## src/shared/rsf_pkg.sv

```systemverilog
// Constants for the receive-side frame error statistics block.
// Assumes an APB slave in which register index i sits at byte address 4*i.
package rsf_pkg;

  // ----------------------------------------------------------------
  // register indices (byte address is four times the index)
  // ----------------------------------------------------------------
  localparam int RSF_NUM_CNT = 6;
  localparam logic [15:0] RSF_IDX_MAC_CRC32 = 16'hFEBA;
  localparam logic [15:0] RSF_IDX_PAY_CRC8 = 16'hFEBC;
  localparam logic [15:0] RSF_IDX_CIPHER_CRC8 = 16'hFEBE;
  localparam logic [15:0] RSF_IDX_HDR_CHECK = 16'hFEC0;
  localparam logic [15:0] RSF_IDX_PHY_CRC8 = 16'hFEC2;
  localparam logic [15:0] RSF_IDX_FD_SELECT = 16'hFEC4;
  localparam logic [15:0] RSF_IDX_FD_COUNT = 16'hFEC5;
  localparam logic [15:0] RSF_IDX_BPSK_PLAIN = 16'hFEC8;
  localparam logic [15:0] RSF_IDX_BPSK_CODED = 16'hFEC9;
  localparam logic [15:0] RSF_IDX_QPSK_PLAIN = 16'hFECA;
  localparam logic [15:0] RSF_IDX_IRQ_STATUS = 16'hFED0;
  localparam logic [15:0] RSF_IDX_IRQ_MASK = 16'hFED1;

  // high byte of each counter at its index, low byte at index + 1
  localparam logic [15:0] RSF_CNT_IDX [0:RSF_NUM_CNT-1] = '{
    RSF_IDX_MAC_CRC32, RSF_IDX_PAY_CRC8, RSF_IDX_CIPHER_CRC8,
    RSF_IDX_HDR_CHECK, RSF_IDX_PHY_CRC8, RSF_IDX_FD_COUNT};

  // ----------------------------------------------------------------
  // reset values
  // ----------------------------------------------------------------
  localparam logic [15:0] RSF_CNT_RST = 16'h0000;
  localparam logic [7:0] RSF_FD_SEL_RST = 8'h10;
  localparam logic [7:0] RSF_LEN_LIM_RST = 8'hFF;
  localparam logic [6:0] RSF_IRQ_RST = 7'h00;

  // ----------------------------------------------------------------
  // field positions
  // ----------------------------------------------------------------
  localparam int RSF_FD_HDR_CRC8 = 5;
  localparam int RSF_FD_PROTOCOL = 4;
  localparam int RSF_FD_LENGTH = 3;
  localparam int RSF_FD_PADDING = 2;
  localparam int RSF_FD_HDR_TYPE = 1;
  localparam int RSF_FD_SECURITY = 0;
  localparam int RSF_FD_W = 6;
  localparam int RSF_LIM_W = 6;
  // status bits 0..5 follow the counters, bit 6 is the length discard
  localparam int RSF_IRQ_LEN_DROP = 6;
  localparam int RSF_IRQ_W = 7;

  // ----------------------------------------------------------------
  // modulation codes from the receive chain
  // ----------------------------------------------------------------
  localparam logic [1:0] RSF_MOD_BPSK = 2'h0;
  localparam logic [1:0] RSF_MOD_QPSK = 2'h1;
  localparam logic [1:0] RSF_MOD_8PSK = 2'h2;

endpackage

```

## src/hdl/rsf_stats.sv

```systemverilog
// Receive frame error statistics, false-detection counter, length limits.
// Assumes rx_done is a one-cycle pulse with all flags valid in that cycle,
// and an APB master on the same clock.
`timescale 1ns/1ps

module rsf_stats import rsf_pkg::*; #(
  parameter int ADDR_W = 18,
  parameter int LEN_W = 6
) (
  input wire logic clk,
  input wire logic rst,
  input wire logic psel,
  input wire logic penable,
  input wire logic pwrite,
  input wire logic [ADDR_W-1:0] paddr,
  input wire logic [31:0] pwdata,
  output logic pready,
  output logic [31:0] prdata,
  output logic pslverr,
  output logic irq,
  input wire logic rx_done,
  input wire logic mac_crc32_bad,
  input wire logic pay_crc8_bad,
  input wire logic cipher_crc8_bad,
  input wire logic hdr_crc8_bad,
  input wire logic phy_crc8_bad,
  input wire logic bad_protocol,
  input wire logic bad_length,
  input wire logic bad_padding,
  input wire logic bad_header_type,
  input wire logic bad_security,
  input wire logic [1:0] rx_modulation,
  input wire logic rx_viterbi,
  input wire logic [LEN_W-1:0] rx_len_field,
  output logic len_drop
);

  // ----------------------------------------------------------------
  // bus decode
  // ----------------------------------------------------------------
  logic [15:0] idx;
  logic aligned;
  logic wr_en;
  logic rd_setup;
  logic [7:0] rd_byte;
  logic rd_hit;
  logic [31:0] prdata_reg;

  assign idx = 16'(paddr[ADDR_W-1:2]);
  assign aligned = (paddr[1:0] == 2'h0);
  assign wr_en = psel && penable && pwrite && aligned;
  assign rd_setup = psel && !penable;
  // no wait states: every access completes in its first access cycle
  assign pready = 1'b1;
  assign pslverr = psel && penable && !rd_hit;
  assign prdata = prdata_reg;

  function automatic logic wr_hit(input logic en, input logic [15:0] a,
                                  input logic [15:0] target);
    wr_hit = en && (a == target);
  endfunction

  // ----------------------------------------------------------------
  // registers
  // ----------------------------------------------------------------
  logic [15:0] cnt_reg [0:RSF_NUM_CNT-1];
  logic [15:0] cnt_next [0:RSF_NUM_CNT-1];
  logic [7:0] fd_sel_reg;
  logic [7:0] lim_bpsk_plain_reg;
  logic [7:0] lim_bpsk_coded_reg;
  logic [7:0] lim_qpsk_plain_reg;
  logic [RSF_IRQ_W-1:0] irq_sts_reg;
  logic [RSF_IRQ_W-1:0] irq_mask_reg;
  logic len_drop_reg;

  // ----------------------------------------------------------------
  // receive events
  // ----------------------------------------------------------------
  logic [RSF_FD_W-1:0] fd_faults;
  logic fd_event;
  logic [RSF_NUM_CNT-1:0] cnt_ev;
  logic [RSF_LIM_W-1:0] lim_sel;
  logic lim_used;
  logic over_len;

  always_comb begin
    fd_faults = '0;
    fd_faults[RSF_FD_HDR_CRC8] = hdr_crc8_bad;
    fd_faults[RSF_FD_PROTOCOL] = bad_protocol;
    fd_faults[RSF_FD_LENGTH] = bad_length;
    fd_faults[RSF_FD_PADDING] = bad_padding;
    fd_faults[RSF_FD_HDR_TYPE] = bad_header_type;
    fd_faults[RSF_FD_SECURITY] = bad_security;
  end

  // a frame with a failed PHY CRC8 is already dropped, never a false detection
  assign fd_event = rx_done && !phy_crc8_bad
                    && |(fd_faults & fd_sel_reg[RSF_FD_W-1:0]);

  assign cnt_ev[0] = rx_done && mac_crc32_bad;
  assign cnt_ev[1] = rx_done && pay_crc8_bad;
  assign cnt_ev[2] = rx_done && cipher_crc8_bad;
  assign cnt_ev[3] = rx_done && hdr_crc8_bad;
  assign cnt_ev[4] = rx_done && phy_crc8_bad;
  assign cnt_ev[5] = fd_event;

  // ----------------------------------------------------------------
  // length limits
  // ----------------------------------------------------------------
  // only the low six bits set the limit; the upper two are kept for readback
  always_comb begin
    lim_sel = '0;
    lim_used = 1'b0;
    if (rx_modulation == RSF_MOD_BPSK && !rx_viterbi) begin
      lim_sel = lim_bpsk_plain_reg[RSF_LIM_W-1:0];
      lim_used = 1'b1;
    end else if (rx_modulation == RSF_MOD_BPSK && rx_viterbi) begin
      lim_sel = lim_bpsk_coded_reg[RSF_LIM_W-1:0];
      lim_used = 1'b1;
    end else if (rx_modulation == RSF_MOD_QPSK && !rx_viterbi) begin
      lim_sel = lim_qpsk_plain_reg[RSF_LIM_W-1:0];
      lim_used = 1'b1;
    end
  end

  assign over_len = rx_done && lim_used && (rx_len_field > LEN_W'(lim_sel));

  always_ff @(posedge clk or posedge rst) begin
    if (rst) begin
      len_drop_reg <= 1'b0;
    end else begin
      len_drop_reg <= over_len;
    end
  end
  assign len_drop = len_drop_reg;

  // ----------------------------------------------------------------
  // counters
  // ----------------------------------------------------------------
  // a write and an event in the same cycle: the event adds onto the written value
  always_comb begin
    for (int i = 0; i < RSF_NUM_CNT; i++) begin
      cnt_next[i] = cnt_reg[i];
      if (wr_hit(wr_en, idx, RSF_CNT_IDX[i])) begin
        cnt_next[i][15:8] = pwdata[7:0];
      end
      if (wr_hit(wr_en, idx, 16'(RSF_CNT_IDX[i] + 16'h0001))) begin
        cnt_next[i][7:0] = pwdata[7:0];
      end
      cnt_next[i] = 16'(cnt_next[i] + {15'h0000, cnt_ev[i]});
    end
  end

  always_ff @(posedge clk or posedge rst) begin
    if (rst) begin
      for (int i = 0; i < RSF_NUM_CNT; i++) begin
        cnt_reg[i] <= RSF_CNT_RST;
      end
    end else begin
      for (int i = 0; i < RSF_NUM_CNT; i++) begin
        cnt_reg[i] <= cnt_next[i];
      end
    end
  end

  // ----------------------------------------------------------------
  // configuration
  // ----------------------------------------------------------------
  always_ff @(posedge clk or posedge rst) begin
    if (rst) begin
      fd_sel_reg <= RSF_FD_SEL_RST;
      lim_bpsk_plain_reg <= RSF_LEN_LIM_RST;
      lim_bpsk_coded_reg <= RSF_LEN_LIM_RST;
      lim_qpsk_plain_reg <= RSF_LEN_LIM_RST;
      irq_mask_reg <= RSF_IRQ_RST;
    end else begin
      if (wr_hit(wr_en, idx, RSF_IDX_FD_SELECT)) begin
        // reserved bits 7:6 stay zero
        fd_sel_reg <= {2'h0, pwdata[5:0]};
      end
      if (wr_hit(wr_en, idx, RSF_IDX_BPSK_PLAIN)) begin
        lim_bpsk_plain_reg <= pwdata[7:0];
      end
      if (wr_hit(wr_en, idx, RSF_IDX_BPSK_CODED)) begin
        lim_bpsk_coded_reg <= pwdata[7:0];
      end
      if (wr_hit(wr_en, idx, RSF_IDX_QPSK_PLAIN)) begin
        lim_qpsk_plain_reg <= pwdata[7:0];
      end
      if (wr_hit(wr_en, idx, RSF_IDX_IRQ_MASK)) begin
        irq_mask_reg <= pwdata[RSF_IRQ_W-1:0];
      end
    end
  end

  // ----------------------------------------------------------------
  // interrupt status
  // ----------------------------------------------------------------
  logic [RSF_IRQ_W-1:0] irq_set;
  logic [RSF_IRQ_W-1:0] irq_clr;

  assign irq_set = {over_len, cnt_ev};
  assign irq_clr = wr_hit(wr_en, idx, RSF_IDX_IRQ_STATUS) ? pwdata[RSF_IRQ_W-1:0] : '0;

  always_ff @(posedge clk or posedge rst) begin
    if (rst) begin
      irq_sts_reg <= RSF_IRQ_RST;
    end else begin
      // set beats write-one-to-clear so no event is lost
      irq_sts_reg <= (irq_sts_reg & ~irq_clr) | irq_set;
    end
  end
  assign irq = |(irq_sts_reg & irq_mask_reg);

  // ----------------------------------------------------------------
  // read path
  // ----------------------------------------------------------------
  always_comb begin
    rd_byte = 8'h00;
    rd_hit = aligned;
    if (idx == RSF_IDX_FD_SELECT) begin
      rd_byte = fd_sel_reg;
    end else if (idx == RSF_IDX_BPSK_PLAIN) begin
      rd_byte = lim_bpsk_plain_reg;
    end else if (idx == RSF_IDX_BPSK_CODED) begin
      rd_byte = lim_bpsk_coded_reg;
    end else if (idx == RSF_IDX_QPSK_PLAIN) begin
      rd_byte = lim_qpsk_plain_reg;
    end else if (idx == RSF_IDX_IRQ_STATUS) begin
      rd_byte = {1'b0, irq_sts_reg};
    end else if (idx == RSF_IDX_IRQ_MASK) begin
      rd_byte = {1'b0, irq_mask_reg};
    end else begin
      rd_hit = 1'b0;
      for (int i = 0; i < RSF_NUM_CNT; i++) begin
        if (idx == RSF_CNT_IDX[i]) begin
          rd_byte = cnt_reg[i][15:8];
          rd_hit = aligned;
        end else if (idx == 16'(RSF_CNT_IDX[i] + 16'h0001)) begin
          rd_byte = cnt_reg[i][7:0];
          rd_hit = aligned;
        end
      end
    end
  end

  // sampled in the setup cycle so the access phase sees a flip-flop
  always_ff @(posedge clk or posedge rst) begin
    if (rst) begin
      prdata_reg <= 32'h00000000;
    end else if (rd_setup) begin
      prdata_reg <= {24'h000000, rd_byte};
    end
  end

  // ----------------------------------------------------------------
  // checks
  // ----------------------------------------------------------------
  logic [RSF_NUM_CNT-1:0] cnt_wr;
  always_comb begin
    for (int i = 0; i < RSF_NUM_CNT; i++) begin
      cnt_wr[i] = wr_hit(wr_en, idx, RSF_CNT_IDX[i])
                  || wr_hit(wr_en, idx, 16'(RSF_CNT_IDX[i] + 16'h0001));
    end
  end

  for (genvar g = 0; g < 5; g++) begin : g_drop_chk
    chk_drop_count: assert property (@(posedge clk) disable iff (rst)
      cnt_ev[g] && !cnt_wr[g] |=> cnt_reg[g] == 16'($past(cnt_reg[g]) + 16'h0001))
      else $error("drop counter did not step by one");
  end

  chk_count_holds: assert property (@(posedge clk) disable iff (rst)
    !rx_done && !(|cnt_wr) |=> cnt_reg[0] == $past(cnt_reg[0]) && cnt_reg[5] == $past(cnt_reg[5]))
    else $error("counter changed without event or write");

  chk_false_detect: assert property (@(posedge clk) disable iff (rst)
    rx_done && phy_crc8_bad && !cnt_wr[5] |=> $stable(cnt_reg[5]))
    else $error("false detection counted on a bad phy crc");

  for (genvar j = 0; j < RSF_FD_W; j++) begin : g_fd_chk
    chk_fd_select: assert property (@(posedge clk) disable iff (rst)
      rx_done && !phy_crc8_bad && fd_sel_reg[j] && fd_faults[j] && !cnt_wr[5]
      |=> cnt_reg[5] == 16'($past(cnt_reg[5]) + 16'h0001))
      else $error("enabled field fault not counted");
  end

  chk_len_bpsk: assert property (@(posedge clk) disable iff (rst)
    rx_done && rx_modulation == RSF_MOD_BPSK && !rx_viterbi
    && rx_len_field > LEN_W'(lim_bpsk_plain_reg[RSF_LIM_W-1:0]) |=> len_drop)
    else $error("plain bpsk over-length not discarded");

  chk_len_coded: assert property (@(posedge clk) disable iff (rst)
    rx_done && rx_modulation == RSF_MOD_BPSK && rx_viterbi
    && rx_len_field <= LEN_W'(lim_bpsk_coded_reg[RSF_LIM_W-1:0]) |=> !len_drop)
    else $error("coded bpsk within limit discarded");

  chk_len_qpsk: assert property (@(posedge clk) disable iff (rst)
    rx_done && rx_modulation == RSF_MOD_QPSK && !rx_viterbi
    && rx_len_field > LEN_W'(lim_qpsk_plain_reg[RSF_LIM_W-1:0])
    |=> len_drop ##1 (!len_drop || $past(rx_done)))
    else $error("plain qpsk over-length not discarded");

  chk_byte_order: assert property (@(posedge clk) disable iff (rst)
    rd_setup && idx == RSF_IDX_MAC_CRC32 |=> prdata[7:0] == $past(cnt_reg[0][15:8]))
    else $error("counter high byte not at lower address");

endmodule

```

## config.mk

```make
export PLATFORM = sky130hd
export DESIGN_NAME = rsf_stats
export DESIGN_NICKNAME = d
export VERILOG_FILES = /design/src/shared/rsf_pkg.sv /design/src/hdl/rsf_stats.sv
export SDC_FILE = /design/constraint.sdc
export NUM_CORES = 1
export LEC_CHECK = 0
export BUFFER_PORTS_ARGS = -buffer_cell sky130_fd_sc_hd__buf_2
export CORE_MARGIN = 5
export CORE_UTILIZATION = 48
export CTS_CLUSTER_DIAMETER = 50
export CTS_CLUSTER_SIZE = 24
export DETAILED_ROUTE_END_ITERATION = 12
export PLACE_DENSITY = 0.69
export SKIP_CTS_REPAIR_TIMING = 1
export SLEW_MARGIN = 20
export SYNTH_ARGS = -nofsm -noshare
export SYNTH_HDL_FRONTEND = slang
export SYNTH_SLANG_ARGS = --single-unit
```

## constraint.sdc

```tcl
create_clock -name clk -period 5 [get_ports clk]
set_input_delay 0.25 -clock clk [delete_from_list [all_inputs] [get_ports clk]]
set_output_delay 0.25 -clock clk [all_outputs]
set_load 0.005 [all_outputs]
```

==> results of run 1 <==
## report_power, final
part	internal, uW	switching, uW	leakage [uW]
combinational	219	304	0.00270
sequential	1320	158	0.00189
clock	713	601	0.000291
total	2260	1060	0.00488
## routing by layer
metal | GRT usage [%] | vias up | part of all wire, %
li1 | - | 4382 | -
met1 | 38.2 | 4750 | 41
met2 | 43.3 | 580 | 45
met3 | 6.03 | 106 | 9.4
met4 | 10.9 | 2 | 4.1
met5 | 0 | - | 0.050
## final timing paths
kind | startpoint | slack, ps | end
setup / recovery | paddr[3] | 1450 | cnt_reg[15]
min in group asynchronous | rst | 320 | len_drop
setup reg to reg | fd_sel_reg[4] | 2080 | cnt_reg[15]
hold reg to reg | lim_qpsk_plain_reg[0] | 490 | lim_qpsk_plain_reg[0]
hold / removal | rx_modulation[1] | 180 | len_drop
max in group asynchronous | rst | 3580 | cnt_reg[32]
## cell usage after synthesis (11+ instances only)
library cell,number
a21oi_1,79
a22oi_1,11
and2_1,14
and3_1,12
and4_1,11
buf_4,30
clkbuf_1,37
dfrtp_1,124
dfstp_2,25
ha_1,18
inv_1,14
mux2_2,46
mux2i_1,66
nand2_1,131
nand3_1,62
nand4_1,26
nor2_1,88
nor2b_1,14
nor3_1,25
o21ai_0,51
xnor2_1,60
xor2_1,63
## kinds of logic (layout without fill, tap and decap cells)
logic type                 Yosys count  count (layout)  share of synthesized area, %
and+or+nand+nor                    456             456                          22.9
muxes                              114             114                          11.2
other                                2              28                        0.0689
DFF                                149             149                          34.5
buffers and inverters              106             141                          5.49
xor gates and xnor gates           123             123                          9.89
AOI/OAI and AO/OA                  237             237                          14.0
adders and majority gates           18              18                          2.07
## per-stage QoR
step	util, %	std cells	power [uW]	setup WS (ps)	hold WS, ps
finish	53.1	1551	3320	1450	179
global route	53.1	1550	3450	1240	200
CTS	53.1	1547	3320	1550	-225
detailed placement	50.4	1515	2010	1120	245
global placement	50.4	1515	1990	1180	247
floorplan	-	1228	1820	783	407
## final cells by class
| type | instances | area share, % |
|---|---|---|
| Multi-Input combinational cell | 973 | 55.4 |
| Sequential cell | 149 | 31.4 |
| Timing Repair Buffer | 94 | 4.64 |
| Clock buffer | 18 | 3.59 |
| Tap cell | 285 | 2.98 |
| Clock inverter | 14 | 1.35 |
| Inverter | 15 | 0.513 |
| Antenna cell | 3 | 0.0628 |
## worst max-delay path, cell delays in order
cell     delay [ps]
buf_2           600
nor2b_1         530
nand3_1         310
nor2_1          170
buf_4           210
mux2_2          350
ha_1            260
and2_1          230
nand4_1         110
a21oi_1          50
o22ai_1         250
a21o_1          220
nor2_1           70
xnor2_1         140
mux2i_1          90
==> results.md, run 1 <==
- Status: complete, no violations
- Hold WC Path Type: primary input to register
- Unrepaired setup endpoints after global routing: no
- DR pass1 iterations: 8
- Wire length per cell: approximately 23 um
- Yosys cell types: 92
- Area share of the largest cell type after synthesis: approximately 28%
- Yosys warnings: 0
- Sequential cell area: roughly 3800 sq um
- Tightest Pin Transition: 864 ps
- TritonCTS clock tree: done
- DR iter-0 viols: ~1100
- R2R depth: 11
- Clock H-tree levels: 4
- Starting Density: between 40% and 50%
- Max cap viols: 0
- Die footprint: 25800 sq um
- Initial antenna violation count: 4
- Post-synthesis cell area: 10900 sq um
- WS Path Type: primary input to register
- Area after DPL: about 11000 sq um
- CTS root buffer: clkbuf_16
- Hold Crit Depth: 4
- GR Overflow Total: 0
- Largest net degree at the start of global routing: 59
- Total number of vias: between 9000 and 10000
- Cell taking the most area after synthesis: dfrtp_1
- # fillers: 2068
- WL final: ~36000 um
- Global-route wire length before repair: 56100 um
- GP Congestion: just under 1
- Die Y: approximately 160 um
- Core Region: 22500 sq um
- Setup TNS: 0 ps
- Fin. max-slew vios: 0
- Commonest non-fill, non-tap cell in the layout: nand2_1
- Hold Vio Cnt, Final: 0
- Area grow syn2layout: 9.79%
- DR vias/cell: 6.33
- Final Setup Violations: 0
- Lkg Pwr: roughly 0.0049 uW
- Post-Layout Inst Area: between 10000 and 15000 sq um
- Period minus WS final: roughly 3500 ps
- Top FF cell, synth: dfrtp_1
- Ratio of cells with drive above 1 in the final layout: a little under a fifth
- Arr. time, crit path: 3870 ps
- Startpoint class of the critical path: primary input
- Slew headroom: between 40% and 50%
- Syn avg cell area: between 9 and 10 sq um
- Max reg flops: 96
- Cell area power density: around 280 nW/um^2
- Max IR drop VDD: approximately 260 uV
- Tcrit/Tclk final: 71.0%
- # DRC: 0
- Worst-path clk slew: roughly 70 ps
- Fmax: 282 MHz
- Share of synthesized registers carrying an async set or reset: 100%
- Commonest cells after routing, fill and taps aside: nand2_1 (131), dfrtp_1 (124), nor2_1 (88), a21oi_1 (79), mux2i_1 (66)
- Synth area leaders: dfrtp_1 (28%), mux2i_1 (6.1%), dfstp_2 (6.0%)
- Number of flops mapped to enable cells by yosys: 0
- CP Max Fanout: 38
- IO Pins: 111
- HPWL Detailed: approximately 26000 um
- Number of global-route vias before repair: around 9600
- Row count: 55
- CP Capture Type: register
- Die Span X: between 150 and 200 um
- Seq/Total Area, Yosys: approximately 35%
- GRT Util Overall: between 20 and 30%
- Clock Tree Buf Depth: 2
- Gate Count Post-Synth: between 1000 and 1500
- Number of port buffers: 61
- Final nets: 1343
- Post-Route Skew: 10.3 ps
- Final ANT Viol Nets: 0
- Clock buffer count from CTS: 17
- Multi-input gate area: approximately 6600 sq um
- Skew-Pair Late Insertion Delay: approximately 440 ps
- Clk sinks: about 150
- Worst EP required: approximately 5300 ps
- Post-synthesis register bit count: approximately 150
No activity file was read; power rests on OpenSTA's default activity.
==> run 2, diff against run 1 <==
--- a/config.mk
+++ b/config.mk
@@ -11,7 +11,7 @@
 export CTS_CLUSTER_DIAMETER = 50
 export CTS_CLUSTER_SIZE = 24
 export DETAILED_ROUTE_END_ITERATION = 12
-export PLACE_DENSITY = 0.69
+export PLACE_DENSITY = 0.72
 export SKIP_CTS_REPAIR_TIMING = 1
 export SLEW_MARGIN = 20
 export SYNTH_ARGS = -nofsm -noshare
==> constraint.sdc (replaced) <==
create_clock -name clk -period 3.15 [get_ports clk]
set_input_delay 0.1575 -clock clk [delete_from_list [all_inputs] [get_ports clk]]
set_output_delay 0.1575 -clock clk [all_outputs]
set_load 0.005 [all_outputs]
==> results.md, run 2 (same netlist as run 1, synthesis figures left out) <==
- Status: complete, no violations
- Area grow syn2layout: 14.9%
- Hold Crit Depth: 4 (unchanged)
- HPWL Detailed: 28200 um (+8.5%)
- Switching share of power: 33.1% (+1.1 points)
- Row count: 55 (unchanged)
- Largest net degree at the start of global routing: 58 (-1.7%)
- Skew-Pair Late Insertion Delay: 450 ps (about the same)
- Lkg Pwr: 0.00523 uW (+7.1%)
- Met3 Use GR: 4.80% (-1.2 points)
- Clk sinks: 149 (unchanged)
- GR Overflow Total: 0 (unchanged)
- Fin cells: 1615 (+4.1%)
- DR pass1 iterations: 8 (unchanged)
- Tightest Pin Transition: 612 ps (-251 ps)
- Unrepaired setup endpoints after global routing: no
- Total number of vias: 10181 (+3.7%)
- DR iter-0 viols: 1238 (+11%)
- Cell area power density: 432 nW/um^2 (+56%)
- IO Pins: 111 (unchanged)
- Number of global-route vias before repair: 9852 (+2.9%)
- Ratio of cells with drive above 1 in the final layout: 23.2% (+4.2 points)
- Post-Route Skew: 13.8 ps (+3.49 ps)
- Fmax: between 300 and 400 MHz
- GRT Util Overall: 29.0% (+1.1 points)
- Commonest cells after routing, fill and taps aside: nand2_1 (131), dfrtp_1 (124), buf_4 (97), nor2_1 (88), a21oi_1 (79)
- Clock Power Share: 39.9% (+0.3 points)
- WS Path Type: primary input to register
- Number of port buffers: 61 (unchanged)
- # DRC: 0 (unchanged)
- Initial antenna violation count: 0 (-4)
- Startpoint class of the critical path: primary input
- Power Total: 5400 uW (+63%)
- Wire length per cell: 23.4 um (+0.88%)
- Clock Tree Buf Depth: 2 (unchanged)
- Worst-path clk slew: 80 ps (about the same)
- Global-route wire length before repair: 58200 um (+3.8%)
- Combinational power share: 16.6% (+0.8 points)
- Reg power frac: 43.5% (-1.2 points)
- Final nets: 1410 (+5.0%)
- DR vias/cell: 6.30 (-0.43%)
- Starting Density: 48.4% (unchanged)
- Tcrit/Tclk final: approximately nine tenths
- Worst Hold Margin: 72.4 ps (-106 ps)
- Commonest non-fill, non-tap cell in the layout: nand2_1
- Die Span X: 161 um (unchanged)
- Clock H-tree levels: 4 (unchanged)
- P_int: 3620 uW (+60%)
- CP Capture Type: register
- Slew headroom: 59.2% (+17 points)
- Core Region: 22500 sq um (unchanged)
- Arr. time, crit path: 3180 ps (-690 ps)
- Final ANT Viol Nets: 0 (unchanged)
- # fillers: 2008 (-2.9%)
- GRT met1 Usage: 40.2% (+2.0 points)
- M2 GR Usage: 44.2% (+0.96 points)
- Hold Vio Cnt, Final: 0 (unchanged)
- WL final: 37700 um (+5.0%)
- R2R depth: 11 (unchanged)
- CTS root buffer: clkbuf_16
- Hold WC Path Type: primary input to register
- Gr busiest metal: met2
- Die Y: 161 um (unchanged)
- Max reg flops: 96 (unchanged)
- Die footprint: 25800 sq um (unchanged)
- Final Setup Violations: 0 (unchanged)
- Worst EP required: 3510 ps (-1810 ps)
- Max cap viols: 0 (unchanged)
- Max IR drop VDD: 346 uV (+34%)
- TritonCTS clock tree: done
- Period minus WS final: around 2800 ps
- CP Max Fanout: 10 (-74%)
- GP Congestion: 0.975 (+0.66%)
- Fin. max-slew vios: 0 (unchanged)
- Placed insts: 1582 (+4.4%)
- Ant. Diodes: 0 (-3)
- Psw: 1790 uW (+68%)
- Clock buffer count from CTS: 17 (unchanged)
## run 2: per-stage QoR
stage | utilization [%] | setup TNS [ps] | cell area (sq um) | setup WS, ps
floorplan | - | 0 | 11000 | 10.4
global placement | 52.8 | 0 | 11900 | 67.0
detailed placement | 52.8 | -47.3 | 11900 | -29.0
CTS | 55.6 | 0 | 12500 | 409
global route | 55.6 | 0 | 12500 | 108
finish | 55.6 | 0 | 12500 | 331
## run 2: layer usage
metal	vias to the layer above	routed length [um]
met5	-	0
met4	0	1750
met3	123	3680
met2	589	16800
met1	4942	15500
li1	4527	-
## run 2: power by group through the flow
| stage | logic [uW] | registers (uW) | clock network (uW) |
|---|---|---|---|
| 3_3_place_gp | 844 | 2370 | 0 |
| 3_5_place_dp | 880 | 2370 | 0 |
| 2_1_floorplan | 612 | 2280 | 0 |
| 5_1_grt | 989 | 2360 | 2260 |
| 6_report | 896 | 2350 | 2160 |
| 4_1_cts | 887 | 2340 | 2170 |
## run 2: worst max-delay path, cell delays in order
cell and delay (ps):
buf_2 90, nand4_1 200, buf_4 250, or4_1 570
nor2_1 160, mux2_2 180, ha_1 290, nand2_1 80
nor2_1 120, o21ai_0 130, o31ai_2 100, nor4b_4 360
nand4_1 170, xor2_1 170, mux2i_1 130
## run 2: final timing paths
check / startpoint / end / slack, ps
setup / recovery: paddr[13] / cnt_reg[63] / 330
hold / removal: rx_modulation[1] / len_drop / 70
setup reg to reg: fd_sel_reg[4] / cnt_reg[15] / 430
hold reg to reg: prdata[1] / prdata[1] / 500
max in group asynchronous: rst / cnt_reg[58] / 1880
min in group asynchronous: rst / fd_sel_reg[0] / 330
## run 2: final cells by class
| type | instances | area [sq um] | share of cell area, % |
|---|---|---|---|
| repair buffers | 161 | 1080 | 8.66 |
| multi-input cells | 973 | 6630 | 53.0 |
| flip-flops and latches | 149 | 3760 | 30.0 |
| clock inverters | 14 | 175 | 1.40 |
| clock buffers | 18 | 450 | 3.60 |
| inverters | 15 | 60.1 | 0.480 |
| well taps | 285 | 357 | 2.85 |
==> run 3, diff against run 2 <==
==> constraint.sdc (replaced) <==
create_clock -name clk -period 3.15 [get_ports clk]
set_input_delay 0.1575 -clock clk [delete_from_list [all_inputs] [get_ports clk]]
set_output_delay 0.1575 -clock clk [all_outputs]
set_load 0.02 [all_outputs]
==> results.md, run 3 (same netlist as run 1, synthesis figures left out) <==
- Slew headroom: 53.5% (-5.7 points)
- Initial antenna violation count: 0 (unchanged)
- Power Total: 5350 uW (-0.95%)
- Commonest non-fill, non-tap cell in the layout: nand2_1
- Die Y: 161 um (unchanged)
- Worst Hold Margin: 72.5 ps (+0.0876 ps)
- GR Overflow Total: 0 (unchanged)
- Max IR drop VDD: 326 uV (-5.7%)
- Number of global-route vias before repair: 9771 (-0.82%)
- Tcrit/Tclk final: 86.9% (-2.6 points)
- Area after DPL: 11800 sq um (-0.48%)
- Hold Crit Start: rx_modulation[1]
- Status: complete, no violations
- Skew-Pair Late Insertion Delay: 440 ps (about the same)
- Row count: 55 (unchanged)
- Total number of vias: 10086 (-0.93%)
- TritonCTS clock tree: done
- GP Congestion: 1.03 (+5.9%)
- Hold Vio Cnt, Final: 0 (unchanged)
- # DRC: 0 (unchanged)
- Tightest Pin Transition: 697 ps (+85.1 ps)
- Fin. max-slew vios: 0 (unchanged)
- Hold endpoint: len_drop
- Final nets: 1404 (-0.43%)
- Clk sinks: 149 (unchanged)
- Final Setup Violations: 0 (unchanged)
- Top sig layer: met4
- Wl on met1: 15400 um (-0.85%)
- Setup TNS: 0 ps (unchanged)
- Core Region: 22500 sq um (unchanged)
- Worst-path clk slew: 70 ps (about the same)
- Max cap viols: 0 (unchanged)
- Fmax: 365 MHz (+2.9%)
- WL final: 37200 um (-1.4%)
- Starting Density: 48.4% (unchanged)
- Clock Tree Buf Depth: 2 (unchanged)
- Area grow syn2layout: 14.0%
- Met2 wire len: 16400 um (-2.6%)
- Die Span X: 161 um (unchanged)
- Number of port buffers: 61 (unchanged)
- Die footprint: 25800 sq um (unchanged)
- WS Path Type: primary input to register
- DR pass1 iterations: 6 (-2)
- Startpoint class of the critical path: primary input
- Post-Route Skew: 10.5 ps (-3.35 ps)
- Post-Layout Inst Area: 12400 sq um (-0.76%)
- Multi-input gate area: 6630 sq um (unchanged)
- # fillers: 2008 (unchanged)
- R2r startpoint: fd_sel_reg[4]
- Hold Crit Depth: 4 (unchanged)
- Largest net degree at the start of global routing: 62 (+6.9%)
- CP delay by family, top: simple AND/OR/NAND/NOR gates
- Clock H-tree levels: 4 (unchanged)
- DR iter-0 viols: 1346 (+8.7%)
- Met3 WL: 3510 um (-4.8%)
- Hold WC Path Type: primary input to register
- Clock buffer count from CTS: 17 (unchanged)
- Fin cells: 1609 (-0.37%)
- R2R depth: 12 (+1)
- IO Pins: 111 (unchanged)
- CTS root buffer: clkbuf_16
- Wire length per cell: 23.1 um (-1.1%)
- Cell area power density: 431 nW/um^2 (-0.19%)
- Lkg Pwr: 0.00518 uW (-0.88%)
- R2r setup slk: 420 ps (about the same)
- GRT Util Overall: 28.7% (-0.26 points)
- CP Max Fanout: 4 (-6)
- Ant. Diodes: 0 (unchanged)
- Unrepaired setup endpoints after global routing: no
- Final ANT Viol Nets: 0 (unchanged)
- Cell Chain, Critical Path: buf_2 > nand4_1 > or4_1 > nor2_1 > mux2_2 > ha_1 > and2_1 > nand4_1 > a21oi_1 > o22ai_1 > a21o_1 > nor2_1 > xnor2_1 > mux2i_1
- CP bufs+invs: 1 (-1)
- CP Capture Type: register
- Placed insts: 1576 (-0.38%)
- Period minus WS final: 2740 ps (-80.4 ps)
- Max reg flops: 96 (unchanged)
- Max stage delay on crit path: 680 ps (+110 ps)
- Commonest cells after routing, fill and taps aside: nand2_1 (131), dfrtp_1 (124), buf_4 (92), nor2_1 (88), a21oi_1 (79)
- HPWL Detailed: 27600 um (-2.2%)
- Capture point of the worst reg-to-reg path: cnt_reg[15]
- CP max-delay cell: or4_1
- Global-route wire length before repair: 57500 um (-1.3%)
- Ratio of cells with drive above 1 in the final layout: 22.7% (-0.42 points)
- Worst EP required: 3450 ps (-60 ps)
- Sequential cell area: 3760 sq um (unchanged)
- Arr. time, crit path: 3040 ps (-140 ps)
- DR vias/cell: 6.27 (-0.56%)
-- run 3: changes by cell type in the layout (fill, tap and decap cells not counted), sizes merged --
cell | before | now
buf | 160 | 154
clkinv | 7 | 4
bufinv | 0 | 1
clkbuf | 18 | 19
inv | 21 | 22
-- run 3: worst max-delay path by stage --
stage	from	end	slack [ps]	depth (start not counted)
floorplan	paddr[8]	cnt_reg[63]	10	14
CTS	fd_sel_reg[4]	cnt_reg[15]	430	11
global placement	paddr[13]	cnt_reg[73]	100	15
finish	paddr[13]	cnt_reg[15]	410	14
detailed placement	paddr[13]	cnt_reg[79]	40	14
global route	paddr[0]	cnt_reg[28]	210	13
-- run 3: layout make-up --
class	count	area share, %
Tap cell	285	2.87
Clock buffer	19	3.66
Multi-Input combinational cell	973	53.4
Timing Repair Buffer	155	8.26
Sequential cell	149	30.3
Clock inverter	13	1.08
Inverter	15	0.484
-- run 3: stage by stage --
step                worst slack (ps)  util (%)
global route                     212      55.2
CTS                              435      55.1
finish                           412      55.2
detailed placement              41.8      52.5
floorplan                       10.4         -
global placement                 104      52.5
-- run 3: layer usage --
layer / track usage [%] / up-vias
met5: 0 / -
met4: 14.5 / 0
met3: 6.11 / 134
met2: 43.7 / 619
met1: 38.7 / 4829
li1: - / 4504
-- run 3: report_power, final --
group | internal (uW) | total, uW | switching, uW
Combinational | 378 | 906 | 528
Sequential | 2100 | 2340 | 239
Clock | 1160 | 2100 | 940
-- run 3: tightest hold or removal path: cells and delay by family --
family	cells	cell delay (ps)
AND/OR/NAND/NOR	1	50
AO/OA/AOI/OAI	2	130
buffers and inverters	1	140
